$ cat src/hdl/csw_pkg.sv
// Constants, register map and state types for the system clock switch.
package csw_pkg;

  // Register byte offsets on the APB port.
  localparam logic [7:0] CSW_ADDR_OSC_CTRL = 8'h00;
  localparam logic [7:0] CSW_ADDR_OSC_TUNE = 8'h04;
  localparam logic [7:0] CSW_ADDR_TMR1_CTRL = 8'h08;
  localparam logic [7:0] CSW_ADDR_SLEEP_CMD = 8'h0c;

  // Field positions in oscillator_control_reg.
  localparam int unsigned CSW_OC_IDLE_BIT = 7;
  localparam int unsigned CSW_OC_IRCF_LSB = 4;
  localparam int unsigned CSW_OC_PRDY_BIT = 3;
  localparam int unsigned CSW_OC_ISTB_BIT = 2;
  localparam int unsigned CSW_OC_SCS_LSB = 0;

  // Field positions in oscillator_tuning_reg.
  localparam int unsigned CSW_OT_LFSRC_BIT = 7;
  localparam int unsigned CSW_OT_TUNE_LSB = 0;

  // Field positions in timer_one_control_reg.
  localparam int unsigned CSW_T1_SRUN_BIT = 6;
  localparam int unsigned CSW_T1_SEN_BIT = 3;

  // Field position in the sleep command register.
  localparam int unsigned CSW_SC_SLEEP_BIT = 0;

  // Reset values of the writable fields.
  localparam logic [1:0] CSW_SCS_RST = 2'h0;
  localparam logic [2:0] CSW_IRCF_RST = 3'h0;
  localparam logic [4:0] CSW_TUNE_RST = 5'h00;
  localparam logic [7:0] CSW_T1_RST = 8'h00;

  // Clock switch pause, counted in ticks of the old and the new source.
  localparam logic [1:0] CSW_OLD_TICKS = 2'h2;
  localparam logic [1:0] CSW_NEW_TICKS = 2'h3;

  // Primary start-up timer length in primary oscillator ticks.
  localparam logic [10:0] CSW_OST_TICKS = 11'h400;

  // Rates and times, and the cycle counts derived from them.
  localparam int unsigned CSW_PCLK_MHZ = 200;
  localparam int unsigned CSW_FAST_OSC_MHZ = 8;
  localparam int unsigned CSW_FAST_DIV = CSW_PCLK_MHZ / CSW_FAST_OSC_MHZ;
  localparam int unsigned CSW_INT_STAB_NS = 1000;
  localparam int unsigned CSW_INT_STAB_CYC =
    (CSW_INT_STAB_NS * CSW_PCLK_MHZ + 999) / 1000;
  localparam int unsigned CSW_WAKE_DELAY_NS = 1000;
  localparam int unsigned CSW_WAKE_CYC =
    (CSW_WAKE_DELAY_NS * CSW_PCLK_MHZ + 999) / 1000;

  // Clock sources that can drive the device clock.
  typedef enum logic [1:0] {
    CSW_SRC_PRIM = 2'h0,
    CSW_SRC_SEC = 2'h1,
    CSW_SRC_INT = 2'h2
  } csw_src_t;

  // Operating mode of the processor and peripherals, one-hot.
  typedef enum logic [3:0] {
    CSW_MD_RUN = 4'h1,
    CSW_MD_IDLE = 4'h2,
    CSW_MD_SLEEP = 4'h4,
    CSW_MD_WAKE = 4'h8
  } csw_mode_t;

  // Glitch-free switch sequencer states, one-hot.
  typedef enum logic [2:0] {
    CSW_SW_STEADY = 3'h1,
    CSW_SW_OLD = 3'h2,
    CSW_SW_NEW = 3'h4
  } csw_sw_t;

endpackage

$ cat src/hdl/csw_clock_switch.sv
// System clock source switch with idle and sleep mode control over APB.
//
// Summary of operation
// - Select field picks primary, secondary or internal.
// - Select write starts a source switch immediately.
// - Every reset clears the select field.
// - Frequency field picks internal block output rate.
// - Frequency change acts at once on internal clock.
// - Field zero: source bit picks divided-fast or RC.
// - Watchdog and monitor always run from RC.
// - Primary-ready needs timer done and primary active.
// - Internal-stable needs stable block driving clock.
// - Secondary-running shows secondary drives the clock.
// - At most one clock status flag set.
// - Sleep enters full sleep or idle per bit.
// - Idle request selecting disabled secondary is ignored.
// - Switch pauses two old, three new ticks.
// - Secondary switch stops primary, updates both flags.
// - Wake keeps clock, resumes processor after delay.
// - Peripheral clocks on secondary wait for its oscillator start.
// - Internal switch stops primary, clears primary-ready.
// - Fast oscillator on when field or bit set.
// - Stable flag stays set entering internal idle.
// - RC keeps running while watchdog or monitor enabled.
`timescale 1ns/10ps
`default_nettype none
module csw_clock_switch
  import csw_pkg::*;
(
  input wire logic pclk,
  input wire logic presetn,
  input wire logic psel,
  input wire logic penable,
  input wire logic pwrite,
  input wire logic [7:0] paddr,
  input wire logic [31:0] pwdata,
  output logic [31:0] prdata,
  output logic pready,
  output logic pslverr,
  input wire logic prim_osc_clk,
  input wire logic sec_osc_clk,
  input wire logic lprc_clk,
  input wire logic wake_event,
  input wire logic wdt_enable,
  input wire logic fscm_enable,
  output logic sys_clk_en,
  output logic cpu_clk_en,
  output logic periph_clk_en,
  output logic wdt_clk_en,
  output logic fscm_clk_en,
  output logic prim_osc_en,
  output logic sec_osc_en,
  output logic fast_osc_en,
  output logic lprc_run
);

  // Software-visible control fields.
  logic [1:0] scs_q; // System clock select field.
  logic [2:0] ircf_q; // Internal frequency select field.
  logic idle_q; // Idle-on-sleep bit.
  logic lfsrc_q; // Low-frequency source select bit.
  logic [4:0] tune_q; // Tuning value, stored for software only.
  logic [7:0] t1_q; // Timer one control bits, bit 6 reads status.

  // Status flags.
  logic prim_rdy_q;
  logic int_stb_q;
  logic secondary_run_q;

  // Synchronised pin levels and their previous values for edge detect.
  logic [3:0] pin_sync;
  logic [3:0] pin_prev_q;
  logic prim_rise;
  logic sec_rise;
  logic lprc_rise;
  logic wake_rise;

  // Switch sequencer and mode state.
  csw_sw_t sw_q;
  csw_src_t cur_src_q;
  csw_src_t tgt_src;
  logic [1:0] sw_cnt_q;
  csw_mode_t mode_q;
  logic [7:0] wake_cnt_q;

  // Oscillator bookkeeping.
  logic [10:0] ost_cnt_q;
  logic ost_done_q;
  logic [7:0] stab_cnt_q;
  logic fast_stable_q;
  logic sec_started_q;
  logic post_tick;
  logic int_tick;
  logic cur_tick;
  logic fast_want;

  // APB decode.
  logic wr_fire;
  logic [7:0] rd_val;
  logic sleep_cmd;

  // Maps the select field onto a source; the lower bit is ignored
  // whenever the upper bit is set.
  function automatic csw_src_t scs_to_src(input logic [1:0] scs);
    csw_src_t s;
    s = CSW_SRC_PRIM;
    if (scs[1]) begin
      s = CSW_SRC_INT;
    end else if (scs[0]) begin
      s = CSW_SRC_SEC;
    end
    return s;
  endfunction

  // Picks the tick of one source.
  function automatic logic src_tick(input csw_src_t s, input logic p,
                                    input logic se, input logic in);
    logic t;
    t = p;
    if (s == CSW_SRC_SEC) begin
      t = se;
    end else if (s == CSW_SRC_INT) begin
      t = in;
    end
    return t;
  endfunction

  // True for the four mapped word addresses.
  function automatic logic addr_hit(input logic [7:0] a);
    return (a == CSW_ADDR_OSC_CTRL) || (a == CSW_ADDR_OSC_TUNE) ||
      (a == CSW_ADDR_TMR1_CTRL) || (a == CSW_ADDR_SLEEP_CMD);
  endfunction

  // Oscillator pins and the wake pin come from other domains.
  csw_sync #(
    .WIDTH(4)
  ) u_sync (
    .pclk(pclk),
    .presetn(presetn),
    .async_in({wake_event, lprc_clk, sec_osc_clk, prim_osc_clk}),
    .sync_out(pin_sync)
  );

  // Fast internal oscillator with its postscaler.
  csw_postscaler u_post (
    .pclk(pclk),
    .presetn(presetn),
    .enable(fast_osc_en),
    .freq_sel(ircf_q),
    .tick(post_tick)
  );

  // Edge history of the synchronised levels.
  always_ff @(posedge pclk or negedge presetn) begin
    if (!presetn) begin
      pin_prev_q <= 4'h0;
    end else begin
      pin_prev_q <= pin_sync;
    end
  end

  assign prim_rise = pin_sync[0] && !pin_prev_q[0] && prim_osc_en;
  assign sec_rise = pin_sync[1] && !pin_prev_q[1] && sec_osc_en;
  assign lprc_rise = pin_sync[2] && !pin_prev_q[2];
  assign wake_rise = pin_sync[3] && !pin_prev_q[3];

  // Internal block output: a zero field falls back to either the
  // divide-by-256 tap or the RC source.
  assign int_tick = ((ircf_q != 3'h0) || lfsrc_q) ? post_tick :
    lprc_rise;
  assign fast_want = (ircf_q != 3'h0) || lfsrc_q;
  assign tgt_src = scs_to_src(scs_q);
  assign cur_tick = src_tick(cur_src_q, prim_rise, sec_rise, int_tick);

  // APB write strobe and read data.
  assign wr_fire = psel && penable && pready && pwrite && !pslverr;
  assign sleep_cmd = wr_fire && (paddr == CSW_ADDR_SLEEP_CMD) &&
    pwdata[CSW_SC_SLEEP_BIT];

  always_comb begin
    rd_val = 8'h00;
    case (paddr)
      CSW_ADDR_OSC_CTRL: begin
        rd_val[CSW_OC_IDLE_BIT] = idle_q;
        rd_val[CSW_OC_IRCF_LSB +: 3] = ircf_q;
        rd_val[CSW_OC_PRDY_BIT] = prim_rdy_q;
        rd_val[CSW_OC_ISTB_BIT] = int_stb_q;
        rd_val[CSW_OC_SCS_LSB +: 2] = scs_q;
      end
      CSW_ADDR_OSC_TUNE: begin
        rd_val[CSW_OT_LFSRC_BIT] = lfsrc_q;
        rd_val[CSW_OT_TUNE_LSB +: 5] = tune_q;
      end
      CSW_ADDR_TMR1_CTRL: begin
        rd_val = t1_q;
        rd_val[CSW_T1_SRUN_BIT] = secondary_run_q;
      end
      CSW_ADDR_SLEEP_CMD: begin
        rd_val[3:0] = mode_q;
      end
      default: begin
        rd_val = 8'h00;
      end
    endcase
  end

  // Zero-wait APB slave: the answer is prepared in the setup cycle and
  // presented from flops during the access cycle.
  always_ff @(posedge pclk or negedge presetn) begin
    if (!presetn) begin
      pready <= 1'b0;
      pslverr <= 1'b0;
      prdata <= 32'h0000_0000;
    end else if (psel && !penable) begin
      pready <= 1'b1;
      pslverr <= !addr_hit(paddr);
      prdata <= pwrite ? 32'h0000_0000 : {24'h00_0000, rd_val};
    end else begin
      pready <= 1'b0;
      pslverr <= 1'b0;
      prdata <= 32'h0000_0000;
    end
  end

  // Control fields; any reset returns the select field to primary.
  always_ff @(posedge pclk or negedge presetn) begin
    if (!presetn) begin
      scs_q <= CSW_SCS_RST;
      ircf_q <= CSW_IRCF_RST;
      idle_q <= 1'b0;
      lfsrc_q <= 1'b0;
      tune_q <= CSW_TUNE_RST;
      t1_q <= CSW_T1_RST;
    end else if (wr_fire) begin
      case (paddr)
        CSW_ADDR_OSC_CTRL: begin
          idle_q <= pwdata[CSW_OC_IDLE_BIT];
          ircf_q <= pwdata[CSW_OC_IRCF_LSB +: 3];
          scs_q <= pwdata[CSW_OC_SCS_LSB +: 2];
        end
        CSW_ADDR_OSC_TUNE: begin
          lfsrc_q <= pwdata[CSW_OT_LFSRC_BIT];
          tune_q <= pwdata[CSW_OT_TUNE_LSB +: 5];
        end
        CSW_ADDR_TMR1_CTRL: begin
          t1_q <= pwdata[7:0];
        end
        default: begin
          t1_q <= t1_q;
        end
      endcase
    end
  end

  // Glitch-free switch: wait out two old-source ticks, hand over, then
  // let three new-source ticks pass before the clock is released. Since
  // ticks are sampled on pclk the pause is three to four new periods.
  // A source that never ticks stalls the switch; this is the long delay
  // software must avoid by starting the oscillator first.
  always_ff @(posedge pclk or negedge presetn) begin
    if (!presetn) begin
      sw_q <= CSW_SW_STEADY;
      cur_src_q <= CSW_SRC_PRIM;
      sw_cnt_q <= 2'h0;
    end else begin
      case (sw_q)
        CSW_SW_STEADY: begin
          if (tgt_src != cur_src_q) begin
            sw_q <= CSW_SW_OLD;
            sw_cnt_q <= 2'h0;
          end
        end
        CSW_SW_OLD: begin
          if (cur_tick) begin
            if (sw_cnt_q == CSW_OLD_TICKS - 2'h1) begin
              cur_src_q <= tgt_src;
              sw_q <= CSW_SW_NEW;
              sw_cnt_q <= 2'h0;
            end else begin
              sw_cnt_q <= sw_cnt_q + 2'h1;
            end
          end
        end
        CSW_SW_NEW: begin
          if (tgt_src != cur_src_q) begin
            // Software changed its mind mid-switch; start over.
            sw_q <= CSW_SW_OLD;
            sw_cnt_q <= 2'h0;
          end else if (cur_tick) begin
            if (sw_cnt_q == CSW_NEW_TICKS - 2'h1) begin
              sw_q <= CSW_SW_STEADY;
            end else begin
              sw_cnt_q <= sw_cnt_q + 2'h1;
            end
          end
        end
        default: begin
          sw_q <= CSW_SW_STEADY;
          sw_cnt_q <= 2'h0;
        end
      endcase
    end
  end

  // Mode sequencer for sleep, idle and the wake delay. Control fields are
  // not touched by wake, so the processor resumes on the idle clock.
  always_ff @(posedge pclk or negedge presetn) begin
    if (!presetn) begin
      mode_q <= CSW_MD_RUN;
      wake_cnt_q <= 8'h00;
    end else begin
      case (mode_q)
        CSW_MD_RUN: begin
          if (sleep_cmd) begin
            if (!idle_q) begin
              mode_q <= CSW_MD_SLEEP;
            end else if (tgt_src == CSW_SRC_SEC &&
                         !t1_q[CSW_T1_SEN_BIT]) begin
              mode_q <= CSW_MD_RUN;
            end else begin
              mode_q <= CSW_MD_IDLE;
            end
          end
        end
        CSW_MD_IDLE, CSW_MD_SLEEP: begin
          if (wake_rise) begin
            mode_q <= CSW_MD_WAKE;
            wake_cnt_q <= 8'h00;
          end
        end
        CSW_MD_WAKE: begin
          if (wake_cnt_q == 8'(CSW_WAKE_CYC - 1)) begin
            mode_q <= CSW_MD_RUN;
          end else begin
            wake_cnt_q <= wake_cnt_q + 8'h01;
          end
        end
        default: begin
          mode_q <= CSW_MD_RUN;
        end
      endcase
    end
  end

  // Primary oscillator runs only while it is, or is about to be, the
  // source; leaving it shuts it down and restarts its start-up timer.
  always_ff @(posedge pclk or negedge presetn) begin
    if (!presetn) begin
      prim_osc_en <= 1'b0;
      ost_cnt_q <= 11'h000;
      ost_done_q <= 1'b0;
    end else begin
      prim_osc_en <= (mode_q != CSW_MD_SLEEP) &&
        (cur_src_q == CSW_SRC_PRIM || tgt_src == CSW_SRC_PRIM);
      if (!prim_osc_en) begin
        ost_cnt_q <= 11'h000;
        ost_done_q <= 1'b0;
      end else if (prim_rise && !ost_done_q) begin
        if (ost_cnt_q == CSW_OST_TICKS - 11'h001) begin
          ost_done_q <= 1'b1;
        end else begin
          ost_cnt_q <= ost_cnt_q + 11'h001;
        end
      end
    end
  end

  // Fast oscillator enable and stabilisation timer. The timer only
  // restarts when the oscillator goes off, so a stable oscillator stays
  // stable across sleep entry.
  always_ff @(posedge pclk or negedge presetn) begin
    if (!presetn) begin
      fast_osc_en <= 1'b0;
      stab_cnt_q <= 8'h00;
      fast_stable_q <= 1'b0;
    end else begin
      fast_osc_en <= fast_want;
      if (!fast_osc_en) begin
        stab_cnt_q <= 8'h00;
        fast_stable_q <= 1'b0;
      end else if (!fast_stable_q) begin
        if (stab_cnt_q == 8'(CSW_INT_STAB_CYC - 1)) begin
          fast_stable_q <= 1'b1;
        end else begin
          stab_cnt_q <= stab_cnt_q + 8'h01;
        end
      end
    end
  end

  // Secondary oscillator enable and start detection.
  always_ff @(posedge pclk or negedge presetn) begin
    if (!presetn) begin
      sec_osc_en <= 1'b0;
      sec_started_q <= 1'b0;
    end else begin
      sec_osc_en <= t1_q[CSW_T1_SEN_BIT];
      if (!sec_osc_en) begin
        sec_started_q <= 1'b0;
      end else if (sec_rise) begin
        sec_started_q <= 1'b1;
      end
    end
  end

  // Status flags; each demands its own source as the current one, so at
  // most one can be set, and none while RC drives the clock.
  always_ff @(posedge pclk or negedge presetn) begin
    if (!presetn) begin
      prim_rdy_q <= 1'b0;
      int_stb_q <= 1'b0;
      secondary_run_q <= 1'b0;
    end else begin
      prim_rdy_q <= ost_done_q && cur_src_q == CSW_SRC_PRIM &&
        sw_q == CSW_SW_STEADY;
      int_stb_q <= fast_stable_q && fast_want &&
        cur_src_q == CSW_SRC_INT;
      secondary_run_q <= sec_started_q &&
        cur_src_q == CSW_SRC_SEC;
    end
  end

  // Clock enables. The device clock is gated during a switch; the CPU
  // only runs in run mode; peripherals run in idle too, but are held off
  // while the secondary drives the clock before its oscillator has started.
  always_ff @(posedge pclk or negedge presetn) begin
    if (!presetn) begin
      sys_clk_en <= 1'b0;
      cpu_clk_en <= 1'b0;
      periph_clk_en <= 1'b0;
    end else begin
      sys_clk_en <= (sw_q == CSW_SW_STEADY) && cur_tick;
      cpu_clk_en <= (sw_q == CSW_SW_STEADY) && cur_tick &&
        mode_q == CSW_MD_RUN;
      periph_clk_en <= (sw_q == CSW_SW_STEADY) && cur_tick &&
        mode_q != CSW_MD_SLEEP &&
        !(cur_src_q == CSW_SRC_SEC && !sec_started_q);
    end
  end

  // Watchdog and clock monitor always tick from the RC source, and that
  // source is kept running whenever either of them needs it.
  always_ff @(posedge pclk or negedge presetn) begin
    if (!presetn) begin
      wdt_clk_en <= 1'b0;
      fscm_clk_en <= 1'b0;
      lprc_run <= 1'b0;
    end else begin
      wdt_clk_en <= lprc_rise && wdt_enable;
      fscm_clk_en <= lprc_rise && fscm_enable;
      lprc_run <= wdt_enable || fscm_enable ||
        ((cur_src_q == CSW_SRC_INT || tgt_src == CSW_SRC_INT) &&
         !fast_want);
    end
  end

endmodule
`default_nettype wire

$ cat src/hdl/csw_sync.sv
// Two-stage synchroniser for a group of asynchronous levels.
`timescale 1ns/10ps
`default_nettype none
module csw_sync #(
  parameter int unsigned WIDTH = 4
) (
  input wire logic pclk,
  input wire logic presetn,
  input wire logic [WIDTH-1:0] async_in,
  output logic [WIDTH-1:0] sync_out
);

  // First stage; read only by the second stage below.
  logic [WIDTH-1:0] meta_q;

  // Both stages clear to zero under reset.
  always_ff @(posedge pclk or negedge presetn) begin
    if (!presetn) begin
      meta_q <= '0;
      sync_out <= '0;
    end else begin
      meta_q <= async_in;
      sync_out <= meta_q;
    end
  end

endmodule
`default_nettype wire

$ cat src/hdl/csw_postscaler.sv
// Fast internal oscillator model and its frequency postscaler.
`timescale 1ns/10ps
`default_nettype none
module csw_postscaler
  import csw_pkg::*;
(
  input wire logic pclk,
  input wire logic presetn,
  input wire logic enable,
  input wire logic [2:0] freq_sel,
  output logic tick
);

  // The 8 MHz base rate is a divider on pclk, since the model has one clock.
  logic [4:0] base_cnt_q;
  logic base_tick;
  logic [7:0] post_cnt_q;

  // Mask of low postscaler bits that must all be set for an output tick.
  function automatic logic [7:0] div_mask(input logic [2:0] sel);
    logic [7:0] m;
    m = 8'hff;
    if (sel != 3'h0) begin
      m = 8'(8'h7f >> sel);
    end
    return m;
  endfunction

  assign base_tick = enable && (base_cnt_q == 5'(CSW_FAST_DIV - 1));

  // Base divider; held at zero while the oscillator is off.
  always_ff @(posedge pclk or negedge presetn) begin
    if (!presetn) begin
      base_cnt_q <= 5'h00;
    end else if (!enable || base_tick) begin
      base_cnt_q <= 5'h00;
    end else begin
      base_cnt_q <= base_cnt_q + 5'h01;
    end
  end

  // Postscaler counter, free running in base ticks.
  always_ff @(posedge pclk or negedge presetn) begin
    if (!presetn) begin
      post_cnt_q <= 8'h00;
    end else if (!enable) begin
      post_cnt_q <= 8'h00;
    end else if (base_tick) begin
      post_cnt_q <= post_cnt_q + 8'h01;
    end
  end

  // A new select acts on the very next base tick, so a change is immediate.
  always_ff @(posedge pclk or negedge presetn) begin
    if (!presetn) begin
      tick <= 1'b0;
    end else begin
      tick <= base_tick &&
        ((post_cnt_q & div_mask(freq_sel)) == div_mask(freq_sel));
    end
  end

endmodule
`default_nettype wire

$ cat config.mk
export PLATFORM = sky130hd
export DESIGN_NAME = csw_clock_switch
export DESIGN_NICKNAME = d
export VERILOG_FILES = /design/src/hdl/csw_pkg.sv /design/src/hdl/csw_clock_switch.sv /design/src/hdl/csw_sync.sv /design/src/hdl/csw_postscaler.sv
export SDC_FILE = /design/constraint.sdc
export NUM_CORES = 1
export LEC_CHECK = 0
export BUFFER_PORTS_ARGS = -buffer_cell sky130_fd_sc_hd__buf_2
export CAP_MARGIN = 20
export CORE_UTILIZATION = 50
export CTS_BUF_LIST = sky130_fd_sc_hd__clkbuf_8
export CTS_CLUSTER_DIAMETER = 60
export DETAILED_ROUTE_END_ITERATION = 8
export PLACE_DENSITY = 0.73
export SKIP_LAST_GASP = 1
export SYNTH_ARGS = -nofsm -noshare
export SYNTH_HDL_FRONTEND = slang
export SYNTH_SLANG_ARGS = --single-unit
$ cat constraint.sdc
create_clock -name pclk -period 2.8 [get_ports pclk]
set_input_delay 0 -clock pclk [delete_from_list [all_inputs] [get_ports pclk]]
set_output_delay 0 -clock pclk [all_outputs]
set_load 0.03 [all_outputs]
==> flow_metrics.tcl, run 1 <==
set metrics [dict create \
    status "finished clean" \
    dr.first_iter.drc_count 146 \
    clk_path_buf_depth 2 \
    drive_gt1_frac 0.189 \
    diodes 0 \
    drt-total-wl_mm 9.44 \
    cap_violations 0 \
    vias_per_cell 5.35 \
    relSlewSlack 0.543 \
    ys_ff_latch 108 \
    tightest_slew_ps 685 \
    firstDrtPassIters 4 \
    hold_path_class "primary input to flip-flop" \
    clk_latency_ps 370 \
    finalHoldViolations 0 \
    worst_setup_path_end_kind "flip-flop" \
    core_um2 9910 \
    die_width_um 104 \
    worstSetupStartpointType "flip-flop" \
    cts_root_buffer "clkbuf_8" \
    timing.setup.tns_ps 0 \
    die_y_um 104 \
    grt_setup_unrepaired "false" \
    design.portCount 94 \
    ys_seq_area_frac 0.520 \
    final_util 0.593 \
    clock_skew_ps 11.6 \
    globalRoute.totalOverflow 0 \
    criticalPathCategory "flip-flop to flip-flop" \
    cts_sinks 108 \
    dp_cells 641 \
    drc 0 \
    io_buffers 45 \
    power_frac_comb 0.183 \
    arrival_ps 2440 \
    intPower_w 0.00223 \
    path_cells "or4b_4 > a21oi_4 > a211oi_2 > or4_1 > a21oi_1" \
    nets 600 \
    cp_num_buf_inv 0 \
    fin_crit_ps 2140 \
    wire_per_inst_um 13.9 \
    post_cts_buffers 0 \
    drt.antenna.violating_nets 0 \
    first_global_vias 3534 \
    htree_levels 3 \
    syn_inst 469 \
    gp_congestion 0.883 \
    cts_hold_buf 21 \
    synth_area_um2 5200 \
    cts_made_buffers 9 \
    crit_required_ps 3100 \
    cts_tree "built" \
    rows 36 \
    clk_pin_slew_ps 90 \
    power_w 0.00321 \
    vdd_drop_max_mv 0.337 \
    power_frac_clock 0.261 \
    synth_edf_count 0 \
    ctsResizeCount 0 \
    antenna_found_initial 0 \
    power_frac_seq 0.556 \
    dp_hpwl_mm 6.58 \
    ys_types 71 \
    path_max_fanout 10 \
    p_leak_nw 2.76 \
    synth_flop_cell "dfrtp_1" \
    layoutNonFillerInstCount 677 \
    finalCritPeriodShare 0.765 \
    grt_max_degree 57 \
    nFillCells 831 \
    area_growth_pct 13.0 \
    slew_viol_final 0 \
    avgSynthCellArea_um2 11.1 \
    setup-violations-final 0 \
    power_density_nw_per_um2 546 \
    start_util 0.525 \
    path_delay_family "simple AND/OR/NAND/NOR gates" \
    grt_usage 0.187 \
    fmax_ghz 0.467 \
    yosys_warnings 0 \
    switchingPower_w 0.000981 \
    worst_path_max_delay_cell "or4b_4" \
    dieArea_um2 10800 \
    route.vias.total 3619 \
    netSwitchingFraction 0.306 \
    cpPeakStageDelay_ps 560 \
    async_reset_ff_frac 1.00 \
    grt_first_pass_wirelength_mm 16.4 \
]
## state kept, by name, indices dropped and copies added, names as in the netlist, 4 cells and up
signal             cells
u_sync.meta_q          4
pin_prev_q             4
tune_q                 5
u_post.base_cnt_q      5
t1_q                   7
stab_cnt_q             8
prdata                 8
mode_q                 4
ost_cnt_q             11
u_sync.sync_out        4
wake_cnt_q             8
u_post.post_cnt_q      8
## final timing paths
check | startpoint | slack, ps | endpoint | cells past startpoint
hold / removal | paddr[2] | 30 | prdata[5] | 2
setup reg to reg | mode_q[1] | 660 | wake_cnt_q[4] | 5
hold reg to reg | u_sync.meta_q[2] | 360 | u_sync.sync_out[2] | 0
min in group asynchronous | presetn | 190 | wake_cnt_q[6] | 2
max in group asynchronous | presetn | 1860 | u_post.tick | 3
setup / recovery | mode_q[1] | 660 | wake_cnt_q[4] | 5
## Yosys cell counts, drive strengths merged (6+ instances only)
library cell	n	share of area
dfrtp	106	0.51
xor2	12	0.020
o21ai	18	0.017
inv	15	0.011
buf	27	0.038
nor2b	12	0.014
nor3	10	0.011
xnor2	9	0.015
nor2	45	0.032
or3	6	0.0072
nor4	6	0.011
and3	9	0.011
nand4	8	0.013
and2	9	0.011
mux2	21	0.045
nand3	16	0.015
ha	9	0.022
nand2	30	0.022
mux2i	7	0.013
a21oi	19	0.020
## kinds of logic (layout without fill, tap and decap cells)
| family | Yosys count | count (layout) | share of synthesized area |
|---|---|---|---|
| buffers and inverters | 48 | 100 | 0.0532 |
| AOI/OAI and AO/OA | 68 | 68 | 0.0912 |
| other | 1 | 24 | 0.000721 |
| and+or+nand+nor | 182 | 182 | 0.201 |
| xor gates and xnor gates | 21 | 21 | 0.0354 |
| adders and majority gates | 9 | 9 | 0.0217 |
| DFF | 108 | 108 | 0.520 |
| muxes | 32 | 32 | 0.0770 |
## placed cells by master (no fill, tap or decap), types with 5 or more instances in the layout
master,n
clkbuf_8,9
dlygate4sd3_1,21
nor2b_1,12
conb_1,24
nor2_1,45
nor3_1,9
or3_1,6
nand2_1,30
ha_1,9
mux2i_1,7
inv_1,16
dfrtp_1,106
a21oi_1,18
or4_1,5
mux2_2,20
and3_1,9
o21ai_0,18
and2_1,9
buf_2,44
xnor2_1,9
nand3_1,16
nand4_1,7
xor2_1,12
## layout make-up
class	instances	area, um^2	share of cell area
sequential	108	2710	0.460
multi-input combinational	336	2300	0.392
timing repair buffer	69	473	0.0805
tap	133	166	0.0283
clock buffer	9	124	0.0211
inverter	16	60.1	0.0102
clock inverter	6	41.3	0.00703
## power by group through the flow
stage | Clock [W] | Combinational, W | Sequential (W)
floorplan | 0 | 0.000442 | 0.00179
global placement | 0 | 0.000547 | 0.00181
detailed placement | 0 | 0.000570 | 0.00181
CTS | 0.000870 | 0.000592 | 0.00178
global route | 0.000929 | 0.000653 | 0.00180
finish | 0.000839 | 0.000586 | 0.00178
## per-stage QoR
step | hold WS [ps] | setup slack, ps | cell area (um^2)
2_1_floorplan | -296 | 815 | 5290
3_3_place_gp | 74.0 | 704 | 5500
3_5_place_dp | 85.0 | 647 | 5500
4_1_cts | 22.7 | 649 | 5870
5_1_grt | 43.7 | 518 | 5870
6_report | 32.6 | 659 | 5870
## metal layers
layer  track usage  vias to the layer above  part of all wire
met5             0                        -                 0
met4        0.0551                        0             0.013
met3        0.0426                       12             0.033
met2         0.314                       74              0.50
met1         0.243                     1776              0.46
li1              -                     1757                 -
Note: power is estimated with default switching activity, not from simulation.
==> run 2, diff against run 1 <==
Settings changed: PLACE_DENSITY 0.73 to 0.76.
Clock period 2.8 ns to 1.95 ns, I/O delays scaled along.
==> run 2 against run 1 <==
Against the previous run: sequential share of layout area decreased by 3.1 points; largest cell class unchanged; largest power group unchanged; global-route usage increased by 1.7 points; final area increased by 7.3%; clock-buffer cell count unchanged; flip-flop and latch count unchanged; die area unchanged; critical path depth increased by 1; critical path type unchanged; combinational power increased by 100%; clock power increased by 66%.
==> flow_metrics.tcl, run 2 (same netlist as run 1, synthesis figures left out) <==
set metrics [dict create \
    status "finished clean" \
    grt_max_degree 46 \
    seq_area_um2 2710 \
    first_global_vias 3885 \
    arrival_ps 2160 \
    top_layer_used "met4" \
    die_width_um 104 \
    diodes 0 \
    clk_latency_ps 370 \
    drive_gt1_frac 0.274 \
    hold_path_class "primary input to flip-flop" \
    grt_first_pass_wirelength_mm 18.0 \
    relSlewSlack 0.651 \
    worstSetupStartpointType "flip-flop" \
    wl_met2_mm 5.41 \
    finalHoldViolations 0 \
    dp_hpwl_mm 7.22 \
    io_buffers 45 \
    drt.antenna.violating_nets 0 \
    cts_sinks 108 \
    drc 0 \
    die_y_um 104 \
    htree_levels 3 \
    path_max_fanout 6 \
    core_um2 9910 \
    firstDrtPassIters 4 \
    crit_required_ps 2200 \
    dp_cells 672 \
    antenna_found_initial 0 \
    nets 640 \
    finalCritPeriodShare 0.980 \
    design.portCount 94 \
    slew_viol_final 0 \
    route.vias.total 3872 \
    final_cell_area_um2 6300 \
    fmax_ghz 0.523 \
    clock_skew_ps 14.2 \
    layoutNonFillerInstCount 718 \
    grt_setup_unrepaired "true" \
    clk_path_buf_depth 2 \
    dr_wl_met3_um 384 \
    largest_reg_flops 11 \
    wl_met1_mm 4.61 \
    start_util 0.525 \
    globalRoute.totalOverflow 0 \
    vias_per_cell 5.39 \
    area_growth_pct 21.2 \
    cap_violations 0 \
    final_cell_mix "103 x dfrtp_1, 45 x nor2_1, 44 x buf_2, 42 x buf_4, 30 x nand2_1" \
    final_common_cell "dfrtp_1" \
    dr.first_iter.drc_count 242 \
    p_leak_nw 2.99 \
    gp_congestion 0.840 \
    cts_made_buffers 9 \
    vdd_drop_max_mv 0.508 \
    setup-violations-final 0 \
    worst_setup_path_end_kind "flip-flop" \
    fin_crit_ps 1910 \
    power_w 0.00511 \
    wire_per_inst_um 14.8 \
    criticalPathCategory "flip-flop to flip-flop" \
    nFillCells 780 \
    dieArea_um2 10800 \
    multi_input_area_um2 2400 \
    placed_cell_area_um2 5730 \
    clk_pin_slew_ps 100 \
    largest-register "ost_cnt_q" \
    cts_tree "built" \
    rows 36 \
    drt-total-wl_mm 10.6 \
    cts_root_buffer "clkbuf_8" \
    grt_usage 0.204 \
    power_density_nw_per_um2 810 \
    tightest_slew_ps 516 \
]
[run 2: changes by cell type in the layout (fill, tap and decap cells not counted), moves of 2 or more]
cell / delta
nor2b_2: +2
a21oi_1: -2
a221oi_2: +2
nor2b_1: -2
or4_1: -2
or4_4: +2
a221oi_1: -2
dfrtp_1: -3
a21oi_2: +2
buf_4: +39
dfrtp_2: +3
[run 2: area by class of cell]
| type | count | share of cell area |
|---|---|---|
| repair buffers | 108 | 0.122 |
| clock buffers | 9 | 0.0197 |
| flip-flops and latches | 108 | 0.430 |
| clock inverters | 7 | 0.0119 |
| inverters | 16 | 0.00953 |
| multi-input cells | 337 | 0.381 |
| well taps | 133 | 0.0264 |
[run 2: metrics by stage]
stage               setup TNS, ps   util  setup slack, ps  hold slack (ps)
CTS                             0  0.624             9.48             1.53
floorplan                       0      -             4.51             -296
finish                          0  0.636             39.0             13.6
global route                 -234  0.636            -66.6             19.3
detailed placement          -9.21  0.579            -9.21             18.3
global placement                0  0.579             70.6             12.2
[run 2: worst max-delay path, stage by stage, from the launching register on]
cell and delay, ps:
dfrtp_1 410, nor4_2 310, buf_4 180, mux2i_2 220
o211ai_2 160, nand4_1 190, mux2_1 340
[run 2: routing by layer]
layer | vias up | global-route usage
li1 | 1843 | -
met1 | 1894 | 0.252
met2 | 119 | 0.357
met3 | 16 | 0.0382
met4 | 0 | 0.0755
met5 | - | 0
[run 2: what timing repair did]
item,CTS,global route
endpoints found under the setup margin,5,15
gates resized for setup,6,13
setup buffers,1,7
hold buffers,21,0
endpoints found under the hold margin,68,0
gates cloned,0,1
pin swaps,0,7
[run 2: path summary, 6_finish.rpt]
| check | from | to | slack [ps] | depth (start not counted) |
|---|---|---|---|---|
| worst max-delay path | ircf_q[1] | cur_src_q[0] | 40 | 6 |
| max in group asynchronous | presetn | mode_q[0] | 1040 | 3 |
| worst min-delay path | paddr[2] | prdata[5] | 10 | 3 |
| min in group asynchronous | presetn | sys_clk_en | 150 | 2 |
| worst max register to register | ircf_q[1] | cur_src_q[0] | 40 | 6 |
| worst min register to register | u_sync.meta_q[1] | u_sync.sync_out[1] | 360 | 0 |
[run 2: report_power, final]
group | leakage [nW] | total, W | switching (W) | internal (W)
registers | 1.42 | 0.00255 | 0.000153 | 0.00239
clock network | 0.0976 | 0.00139 | 0.000785 | 0.000601
logic | 1.47 | 0.00117 | 0.000642 | 0.000530
total | 2.99 | 0.00511 | 0.00158 | 0.00353
==> run 3, diff against run 2 <==
Settings changed: CORE_ASPECT_RATIO set to 1.5.
==> run 3 against run 2 <==
Against the previous run: critical endpoint is now wake_cnt_q[7]; clock power hardly changed; global-route usage grew 0.16 points; worst hold slack better by 7.7 ps; worst setup slack got worse by 22 ps.
==> flow_metrics.tcl, run 3 (same netlist as run 1, synthesis figures left out) <==
set metrics [dict create \
    status "finished clean" \
    dr.first_iter.drc_count 180 \
    grt_max_degree 52 \
    area_growth_pct 20.8 \
    globalRoute.totalOverflow 0 \
    clk_latency_ps 380 \
    power_frac_clock 0.279 \
    tightest_slew_ps 578 \
    firstDrtPassIters 4 \
    cts_sinks 108 \
    grt_setup_unrepaired "true" \
    drive_gt1_frac 0.274 \
    netSwitchingFraction 0.305 \
    wire_per_inst_um 15.0 \
    setup-violations-final 0 \
    htree_levels 3 \
    drt-total-wl_mm 10.5 \
    relSlewSlack 0.609 \
    power_density_nw_per_um2 805 \
    p_leak_nw 2.99 \
    top_layer_used "met4" \
    clk_path_buf_depth 2 \
    fin_crit_ps 1930 \
    crit_required_ps 2260 \
    drt.antenna.violating_nets 0 \
    power_frac_seq 0.503 \
    clock_skew_ps 10.2 \
    vdd_drop_max_mv 0.304 \
    arrival_ps 2240 \
    dieArea_um2 10800 \
    worst_setup_path_end_kind "flip-flop" \
    drc 0 \
    hold_path_class "primary input to flip-flop" \
    clk_pin_slew_ps 110 \
    criticalPathCategory "flip-flop to flip-flop" \
    core_um2 10100 \
    worstSetupStartpointType "flip-flop" \
    antenna_found_initial 0 \
    power_frac_comb 0.218 \
    final_common_cell "dfrtp_1" \
    final_cell_mix "102 x dfrtp_1, 45 x nor2_1, 44 x buf_2, 42 x buf_4, 30 x nand2_1" \
    route.vias.total 3830 \
    intPower_w 0.00351 \
    switchingPower_w 0.00154 \
    dr_wl_met3_um 355 \
    finalHoldViolations 0 \
    start_util 0.513 \
    design.portCount 94 \
    path_max_fanout 7 \
    final_util 0.620 \
    grt_usage 0.206 \
    die_width_um 85.3 \
    first_global_vias 3846 \
    largest_reg_flops 11 \
    vias_per_cell 5.46 \
    slew_viol_final 0 \
    diodes 0 \
    fmax_ghz 0.517 \
    wl_met2_mm 5.69 \
    dp_hpwl_mm 7.40 \
    finalCritPeriodShare 0.991 \
    wl_met1_mm 4.21 \
    grt_first_pass_wirelength_mm 17.6 \
    cap_violations 0 \
    hold_slack_ps 21.4 \
    die_y_um 127 \
    nets 639 \
    gp_congestion 0.883 \
    cts_made_buffers 9 \
    cts_root_buffer "clkbuf_8" \
    io_buffers 45 \
    cts_tree "built" \
    rows 45 \
    largest-register "ost_cnt_q" \
]
run 3: cell count changes in the layout (fill, tap and decap cells not counted), moves of 2 or more:
cell / previous run / this run
a21oi_2: 2 / 4
nor2b_1: 10 / 12
clkinvlp_4: 2 / 0
a21oi_1: 16 / 14
nor2b_2: 2 / 0
run 3: final cells by class:
cell class                 count  area [um^2]
fill                         773         3850
clock buffer                   9          124
inverter                      16         60.1
sequential                   108         2710
clock inverter                 7         81.3
multi-input combinational    336         2390
tap                          117          146
timing repair buffer         108          766
run 3: timing repair:
item                                   in CTS  in global routing
setup endpoints to repair                   8                 14
setup buffers                               3                  8
hold buffers                               21                  0
endpoints found under the hold margin     109                  0
pin swaps                                   4                  8
gates resized for setup                     8                 12
run 3: per-stage QoR:
stage	power, W	area (um^2)	TNS [ps]	worst slack, ps	instances
finish	0.00505	6280	0	16.7	701
detailed placement	0.00351	5690	-177	-49.3	653
CTS	0.00500	6170	-0.178	-0.178	693
global route	0.00532	6280	-109	-36.4	701
floorplan	0.00321	5290	0	4.51	492
global placement	0.00347	5690	0	33.0	653
run 3: final timing paths:
kind / from / to / slack (ps) / cells past startpoint
max reg2reg: mode_q[0] / wake_cnt_q[7] / 20 / 5
min: paddr[2] / prdata[5] / 20 / 3
min in group asynchronous: presetn / wake_cnt_q[6] / 100 / 2
max: mode_q[0] / wake_cnt_q[7] / 20 / 5
max in group asynchronous: presetn / u_post.base_cnt_q[3] / 1160 / 3
min reg2reg: u_sync.meta_q[1] / u_sync.sync_out[1] / 360 / 0
run 3: routing by layer:
metal  vias up  global-route usage
li1       1833                   -
met1      1877               0.238
met2       100               0.374
met3        20              0.0293
met4         0              0.0951
met5         -                   0
run 3: critical path: stages (launching register included):
cell,delay [ps]
dfstp_2,410
or4b_4,550
a21oi_4,170
a211oi_4,80
or4_4,540
a21oi_2,120
run 3: power groups by stage:
stage          combinational (W)  clock (W)  sequential [W]
5_1_grt                  0.00121    0.00154         0.00257
6_report                 0.00110    0.00141         0.00254
4_1_cts                  0.00101    0.00144         0.00255
2_1_floorplan           0.000635          0         0.00257
3_3_place_gp            0.000881          0         0.00258
3_5_place_dp            0.000912          0         0.00260
